--- config.mk ---
export PLATFORM = sky130hd
export DESIGN_NAME = eag_core
export DESIGN_NICKNAME = d
export VERILOG_FILES = /design/src/design/eag_pkg.sv /design/src/design/eag_core.sv /design/src/design/eag_size_select.sv
export SDC_FILE = /design/constraint.sdc
export NUM_CORES = 1
export LEC_CHECK = 0
export BUFFER_PORTS_ARGS = -buffer_cell sky130_fd_sc_hd__buf_4
export CORE_AREA = 5 5 202 204
export CTS_CLUSTER_DIAMETER = 50
export DETAILED_ROUTE_END_ITERATION = 12
export DIE_AREA = 0 0 207 209
export PLACE_DENSITY = 0.81
export SETUP_SLACK_MARGIN = 0.2
export SLEW_MARGIN = 20
export SYNTH_ARGS = -nofsm -noshare
export SYNTH_HDL_FRONTEND = slang
export SYNTH_SLANG_ARGS = --single-unit
--- constraint.sdc ---
create_clock -name i_clk -period 10.5 [get_ports i_clk]
set_input_delay 1.05 -clock i_clk [delete_from_list [all_inputs] [get_ports i_clk]]
set_output_delay 1.05 -clock i_clk [all_outputs]
set_load 0.02 [all_outputs]
--- src/design/eag_pkg.sv ---
package eag_pkg;
	localparam int REG_NUM   = 8;
	localparam int REG_IDX_W = 3;
	localparam int ADDR_W    = 32;

	// General register numbers used by the address forms.
	localparam logic [2:0] REG_B      = 3'h3;
	localparam logic [2:0] REG_SP     = 3'h4;
	localparam logic [2:0] REG_FRAME  = 3'h5;
	localparam logic [2:0] REG_SRC_IX = 3'h6;
	localparam logic [2:0] REG_DST_IX = 3'h7;

	localparam logic [31:0] REAL_LIMIT = 32'h0000ffff;
	localparam logic [31:0] MASK16     = 32'h0000ffff;

	typedef enum logic [1:0] {
		EAG_OPK_REG = 2'h0,
		EAG_OPK_IMM = 2'h1,
		EAG_OPK_MEM = 2'h2
	} eag_opkind_t;

	typedef enum logic [1:0] {
		EAG_DISP_NONE = 2'h0,
		EAG_DISP_8    = 2'h1,
		EAG_DISP_WIDE = 2'h2
	} eag_disp_t;

	typedef enum logic [1:0] {
		EAG_W8  = 2'h0,
		EAG_W16 = 2'h1,
		EAG_W32 = 2'h2
	} eag_width_t;

	typedef struct packed {
		eag_opkind_t kind;
		logic        use_base;
		logic [2:0]  base_sel;
		logic        use_index;
		logic [2:0]  index_sel;
		logic [1:0]  scale_log2;
		eag_disp_t   disp_kind;
		logic [31:0] disp_bytes;
		logic [31:0] imm;
		logic [2:0]  reg_sel;
		logic        reg_byte;
		logic [31:0] seg_base;
		logic        cs_size_flag;
		logic        real_mode;
		logic        opsize_prefix;
		logic        addrsize_prefix;
	} eag_req_t;

	typedef struct packed {
		logic [31:0] linear_address;
		logic [31:0] effective_offset;
		logic [31:0] operand;
		logic        operand_valid;
		logic        is_memory;
		logic        addr32;
		logic        op32;
		eag_width_t  width;
		logic        prot_fault;
	} eag_rsp_t;
endpackage : eag_pkg

--- src/design/eag_core.sv ---
// Functional notes
// - Offset is base plus scaled index plus displacement.
// - Linear address adds segment base to offset.
// - Scale 1/2/4/8, only with 32-bit addressing.
// - Stack pointer never serves as index.
// - Any 32-bit register may be base.
// - 32-bit displacement: none, 8 or 32 bits.
// - 16-bit form: legacy base/index, 8/16 displacement.
// - Base plus index costs one extra clock.
// - Direct mode uses displacement alone.
// - Register operand at 8, 16 or 32 bits.
// - Immediate operand from instruction, no memory.
// - Code segment flag selects 16 or 32 default.
// - Real mode defaults to 16 bits.
// - Size prefixes toggle defaults per instruction.
// - Both prefixes accepted, independently, any instruction.
// - Real mode offset above 16-bit limit faults.
module eag_core
	import eag_pkg::*;
#(
	parameter int NREG = 8
) (
	input  wire logic              i_clk,
	input  wire logic              i_rst_b,
	input  wire logic              i_req_valid,
	input  wire eag_pkg::eag_req_t i_req,
	input  wire logic [NREG*32-1:0] i_gpr,
	output logic                   o_req_ready,
	output logic                   o_rsp_valid,
	output eag_pkg::eag_rsp_t      o_rsp
);
	import eag_pkg::*;

	typedef enum logic [0:0] {
		EAG_ST_IDLE  = 1'b0,
		EAG_ST_EXTRA = 1'b1
	} eag_state_t;

	logic [31:0] gpr [NREG];
	eag_state_t  state;
	eag_req_t    held;
	eag_req_t    cur;
	logic        op32;
	logic        addr32;
	logic        base_ok;
	logic        index_ok;
	logic [31:0] base_val;
	logic [31:0] index_val;
	logic [31:0] scaled;
	logic [31:0] disp_val;
	logic [31:0] sum;
	logic [32:0] sum_wide;
	logic [31:0] next_offset;
	logic [31:0] reg_val;
	logic [31:0] next_operand;
	eag_width_t  next_width;
	logic        needs_extra;
	logic        take;

	genvar g;
	generate
		for (g = 0; g < NREG; g++) begin : g_gpr
			assign gpr[g] = i_gpr[g*32 +: 32];
		end
	endgenerate

	// Second cycle of a base plus index form works on the held request.
	assign cur = (state == EAG_ST_EXTRA) ? held : i_req;

	eag_size_select u_size (
		.i_cs_size_flag    (cur.cs_size_flag),
		.i_real_mode       (cur.real_mode),
		.i_opsize_prefix   (cur.opsize_prefix),
		.i_addrsize_prefix (cur.addrsize_prefix),
		.o_op32            (op32),
		.o_addr32          (addr32)
	);

	always_comb begin
		base_ok  = 1'b0;
		index_ok = 1'b0;
		if (addr32) begin
			base_ok  = cur.use_base;
			index_ok = cur.use_index && (cur.index_sel != REG_SP);
		end else begin
			base_ok  = cur.use_base &&
				(cur.base_sel == REG_B || cur.base_sel == REG_FRAME);
			index_ok = cur.use_index &&
				(cur.index_sel == REG_SRC_IX || cur.index_sel == REG_DST_IX);
		end
	end

	assign base_val  = base_ok ? gpr[cur.base_sel] : 32'h0;
	assign index_val = index_ok ? gpr[cur.index_sel] : 32'h0;
	assign scaled    = addr32 ? (index_val << cur.scale_log2) : index_val;

	always_comb begin
		disp_val = 32'h0;
		unique case (cur.disp_kind)
			EAG_DISP_NONE: disp_val = 32'h0;
			EAG_DISP_8:    disp_val = {{24{cur.disp_bytes[7]}}, cur.disp_bytes[7:0]};
			EAG_DISP_WIDE: begin
				if (addr32) begin
					disp_val = cur.disp_bytes;
				end else begin
					disp_val = {16'h0, cur.disp_bytes[15:0]};
				end
			end
			default:       disp_val = 32'h0;
		endcase
	end

	// Direct mode falls out with no base and no index selected.
	assign sum_wide = {1'b0, base_val} + {1'b0, scaled} + {1'b0, disp_val};
	assign sum      = sum_wide[31:0];
	assign next_offset = addr32 ? sum : (sum & MASK16);

	always_comb begin
		reg_val    = gpr[cur.reg_sel];
		next_width = EAG_W16;
		if (cur.reg_byte) begin
			next_width = EAG_W8;
		end else if (op32) begin
			next_width = EAG_W32;
		end
		next_operand = 32'h0;
		unique case (next_width)
			EAG_W8:  next_operand = {24'h0, reg_val[7:0]};
			EAG_W16: next_operand = {16'h0, reg_val[15:0]};
			EAG_W32: next_operand = reg_val;
			default: next_operand = reg_val;
		endcase
		if (cur.kind == EAG_OPK_IMM) begin
			next_operand = cur.imm;
		end
	end

	assign needs_extra = (cur.kind == EAG_OPK_MEM) && base_ok && index_ok;
	assign take        = i_req_valid && (state == EAG_ST_IDLE);

	always_ff @(posedge i_clk) begin
		if (!i_rst_b) begin
			state <= EAG_ST_IDLE;
		end else if (take && needs_extra) begin
			state <= EAG_ST_EXTRA;
		end else begin
			state <= EAG_ST_IDLE;
		end
	end

	always_ff @(posedge i_clk) begin
		if (!i_rst_b) begin
			held <= '0;
		end else if (take) begin
			held <= i_req;
		end
	end

	always_ff @(posedge i_clk) begin
		if (!i_rst_b) begin
			o_req_ready <= 1'b1;
		end else begin
			o_req_ready <= !(take && needs_extra);
		end
	end

	always_ff @(posedge i_clk) begin
		if (!i_rst_b) begin
			o_rsp_valid <= 1'b0;
			o_rsp       <= '0;
		end else if ((take && !needs_extra) || state == EAG_ST_EXTRA) begin
			o_rsp_valid                <= 1'b1;
			o_rsp.effective_offset     <= next_offset;
			o_rsp.linear_address       <= cur.seg_base + next_offset;
			o_rsp.is_memory            <= (cur.kind == EAG_OPK_MEM);
			o_rsp.operand_valid        <= (cur.kind != EAG_OPK_MEM);
			o_rsp.operand              <= next_operand;
			o_rsp.addr32               <= addr32;
			o_rsp.op32                 <= op32;
			o_rsp.width                <= next_width;
			o_rsp.prot_fault           <= (cur.kind == EAG_OPK_MEM) && cur.real_mode &&
				(sum_wide > {1'b0, REAL_LIMIT});
		end else begin
			o_rsp_valid <= 1'b0;
		end
	end
endmodule // eag_core

--- src/design/eag_size_select.sv ---
module eag_size_select (
	input  wire logic i_cs_size_flag,
	input  wire logic i_real_mode,
	input  wire logic i_opsize_prefix,
	input  wire logic i_addrsize_prefix,
	output logic      o_op32,
	output logic      o_addr32
);
	logic default32;

	assign default32 = i_real_mode ? 1'b0 : i_cs_size_flag;
	assign o_op32    = default32 ^ i_opsize_prefix;
	assign o_addr32  = default32 ^ i_addrsize_prefix;
endmodule // eag_size_select

==> impl_metrics.env <==
export IMPL_outcome="complete, no violations"
export IMPL_htree_num_levels=1
export IMPL_drive_gt1_frac=0.216
export IMPL_path_buf_inv=0
export IMPL_clockBufferDepth=3
export IMPL_max_freq_ghz=0.110
export IMPL_grt_usage=0.399
export IMPL_tightest_slew_ns=1.04
export IMPL_whs_ns=0.454
export IMPL_synthArstFlopShare=0
export IMPL_core_mm2=0.0391
export IMPL_hpwl_mm=69.9
export IMPL_ant_nets=0
export IMPL_required_ns=10.98
export IMPL_setup_tns_final_ns=0
export IMPL_syn_area_mm2=0.0214
export IMPL_layout_min_cycle_time_ns=9.12
export IMPL_drtPass1Iterations=9
export IMPL_p_leak_uw=0.0116
export IMPL_routed_wirelength_mm=92.1
export IMPL_crit_slowest_cell="nor2_2"
export IMPL_cts_inserted_buffers=29
export IMPL_num_fill_cells=3340
export IMPL_antenna_found_initial=13
export IMPL_die_h_um=209
export IMPL_syn_nets=3506
export IMPL_nets=3811
export IMPL_fin_skew_ns=0.0276
export IMPL_hold_class="reg2reg"
export IMPL_grt_max_degree=132
export IMPL_grt_first_pass_wirelength_mm=140
export IMPL_arrival_ns=9.59
export IMPL_critPathLaunchType="flip-flop"
export IMPL_path_clk_slew_ns=0.06
export IMPL_initial_core_util=0.547
export IMPL_cts_sinks=224
export IMPL_rsz0062_at_grt="false"
export IMPL_remaining_drc_errors=0
export IMPL_port_buffer_count=481
export IMPL_cp_end_kind="flip-flop"
export IMPL_tritoncts="built"
export IMPL_placed_area_mm2=0.0252
export IMPL_post_cts_resize_count=0
export IMPL_pwr_density_cell_mw_per_mm2=137
export IMPL_drtIter0Drc=3042
export IMPL_cts_setup_buffers=0
export IMPL_synth_distinct_cells=72
export IMPL_cts_hold_buffers=0
export IMPL_synth_edf_count=0
export IMPL_seq_area_frac_synth=0.210
export IMPL_synth_top_area_frac=0.210
export IMPL_vdd_drop_max_uv=112
export IMPL_path_class="reg2reg"
export IMPL_drv_cap=0
export IMPL_ys_warn_count=0
export IMPL_crit_family="compound AO/OA/AOI/OAI gates"
export IMPL_setup_viol_count_final=0
export IMPL_num_vias=25200
export IMPL_ys_flop_type="dfxtp_1"
export IMPL_design_area_mm2=0.0262
export IMPL_slowest_delay_ns=0.90
export IMPL_area_delta_synth_final_pct=22.7
export IMPL_crit_path_frequent_cell="nand2_1"
export IMPL_fin_crit_sh=0.868
export IMPL_syn_avg_cell_area_um2=7.05
export IMPL_routedWlPerCell_um=23.6
export IMPL_drt_vias_per_instance=6.46
export IMPL_synth_cells=3032
export IMPL_slew_headroom=0.305
export IMPL_cp_max_fo=43
export IMPL_ys_top_cells_by_area="dfxtp_1, nand2_1, a21oi_1"
export IMPL_dieArea_mm2=0.0433
export IMPL_grt_pass1_vias=24200
export IMPL_drv_slew=0
export IMPL_hold_viol_final=0
export IMPL_insertion_delay_ns=0.57
export IMPL_postLayoutCoreUtil=0.671
export IMPL_power_uw=3590
export IMPL_root_buffer="clkbuf_16"
export IMPL_pin_count=482
export IMPL_rows=73
export IMPL_die_x_um=207
export IMPL_synth_seq_cells=224
export IMPL_grt_overflow=0
export IMPL_synth_area_leader_cell="dfxtp_1"
export IMPL_gp_congestion=1.03
[logic make-up (layout without fill, tap and decap cells)]
kind of cell    count (synthesis)  in the layout  share of synthesized area
flops                         224            224                      0.210
fa+ha+maj                      98             98                     0.0693
other cells                     0             16                          0
mux                           243            243                      0.154
simple gates                 1355           1355                      0.268
xor+xnor                       54             54                     0.0221
buf+inv                       320            647                     0.0579
compound gates                738            738                      0.219
[cell usage in the layout, fill, tap and decap left out, types with 63 or more instances in the layout]
cell type / instances
nand2_1: 884
buf_4: 515
a21oi_1: 307
dfxtp_1: 223
nor2_1: 177
mux2i_1: 116
o21ai_0: 102
and3_1: 99
inv_1: 77
mux4_2: 64
ha_1: 63
[worst min-delay path, delay by kind of cell, from the launching register on]
| kind | cells | cell delay (ns) |
|---|---|---|
| flip-flops | 1 | 0.31 |
| AND/OR/NAND/NOR | 1 | 0.05 |
| AO/OA/AOI/OAI | 1 | 0.05 |
[state kept, by name, summed over array words and instances, names as in the netlist]
name         flops
held           118
o_req_ready      1
state            1
o_rsp_valid      1
o_rsp          103
[power breakdown]
| group | switching [uW] | total, uW | internal [uW] |
|---|---|---|---|
| logic | 940 | 1560 | 623 |
| registers | 47.1 | 976 | 929 |
| clock network | 434 | 1050 | 615 |
| total | 1420 | 3590 | 2170 |
[through the flow]
| stage | setup slack, ns | cells |
|---|---|---|
| finish | 1.38 | 3900 |
| global route | 0.847 | 3896 |
| CTS | 1.59 | 3884 |
| detailed placement | 1.45 | 3831 |
| global placement | 1.58 | 3830 |
| floorplan | 2.18 | 3032 |
[final cells by class]
class                           count  area (um^2)  area share
Timing Repair Buffer              516         3890       0.148
Inverter                           78          298      0.0114
Multi-Input combinational cell   2488        15800       0.603
Clock buffer                       32          767      0.0292
Antenna cell                       16         40.0     0.00153
Clock inverter                     21          264      0.0101
Sequential cell                   224         4490       0.171
Tap cell                          525          657      0.0251
[routing by layer]
layer / wire length (um) / global-route usage
met5: 0 / 0
met2: 43600 / 0.669
met1: 33600 / 0.493
met4: 5500 / 0.195
met3: 9320 / 0.0790
[cells in the mapped netlist, types with 8 or more instances]
cell / instances
a21o_1: 41
nand4_1: 8
nand3_1: 50
mux2_2: 53
nor2_1: 178
nor3_1: 46
o21ai_0: 102
or3_1: 21
and3_1: 99
o221ai_1: 26
nor2b_1: 18
a21oi_1: 309
buf_1: 33
nand2b_1: 18
mux4_2: 64
fa_1: 34
ha_1: 63
buf_2: 22
clkbuf_1: 184
nand2_1: 884
nor4_1: 8
a31oi_1: 57
xor2_1: 15
inv_1: 78
mux2i_1: 126
a311oi_1: 59
o211ai_1: 38
dfxtp_1: 224
a211oi_1: 30
xnor2_1: 39
[final timing paths]
path                   from        end  slack, ns  cells past startpoint
setup / recovery      state  o_rsp[94]       1.38                     28
hold / removal    held[110]  held[110]       0.45                      2
setup reg to reg      state  o_rsp[94]       1.38                     28
hold reg to reg   held[110]  held[110]       0.45                      2
No activity file was read; power rests on OpenSTA's default activity.
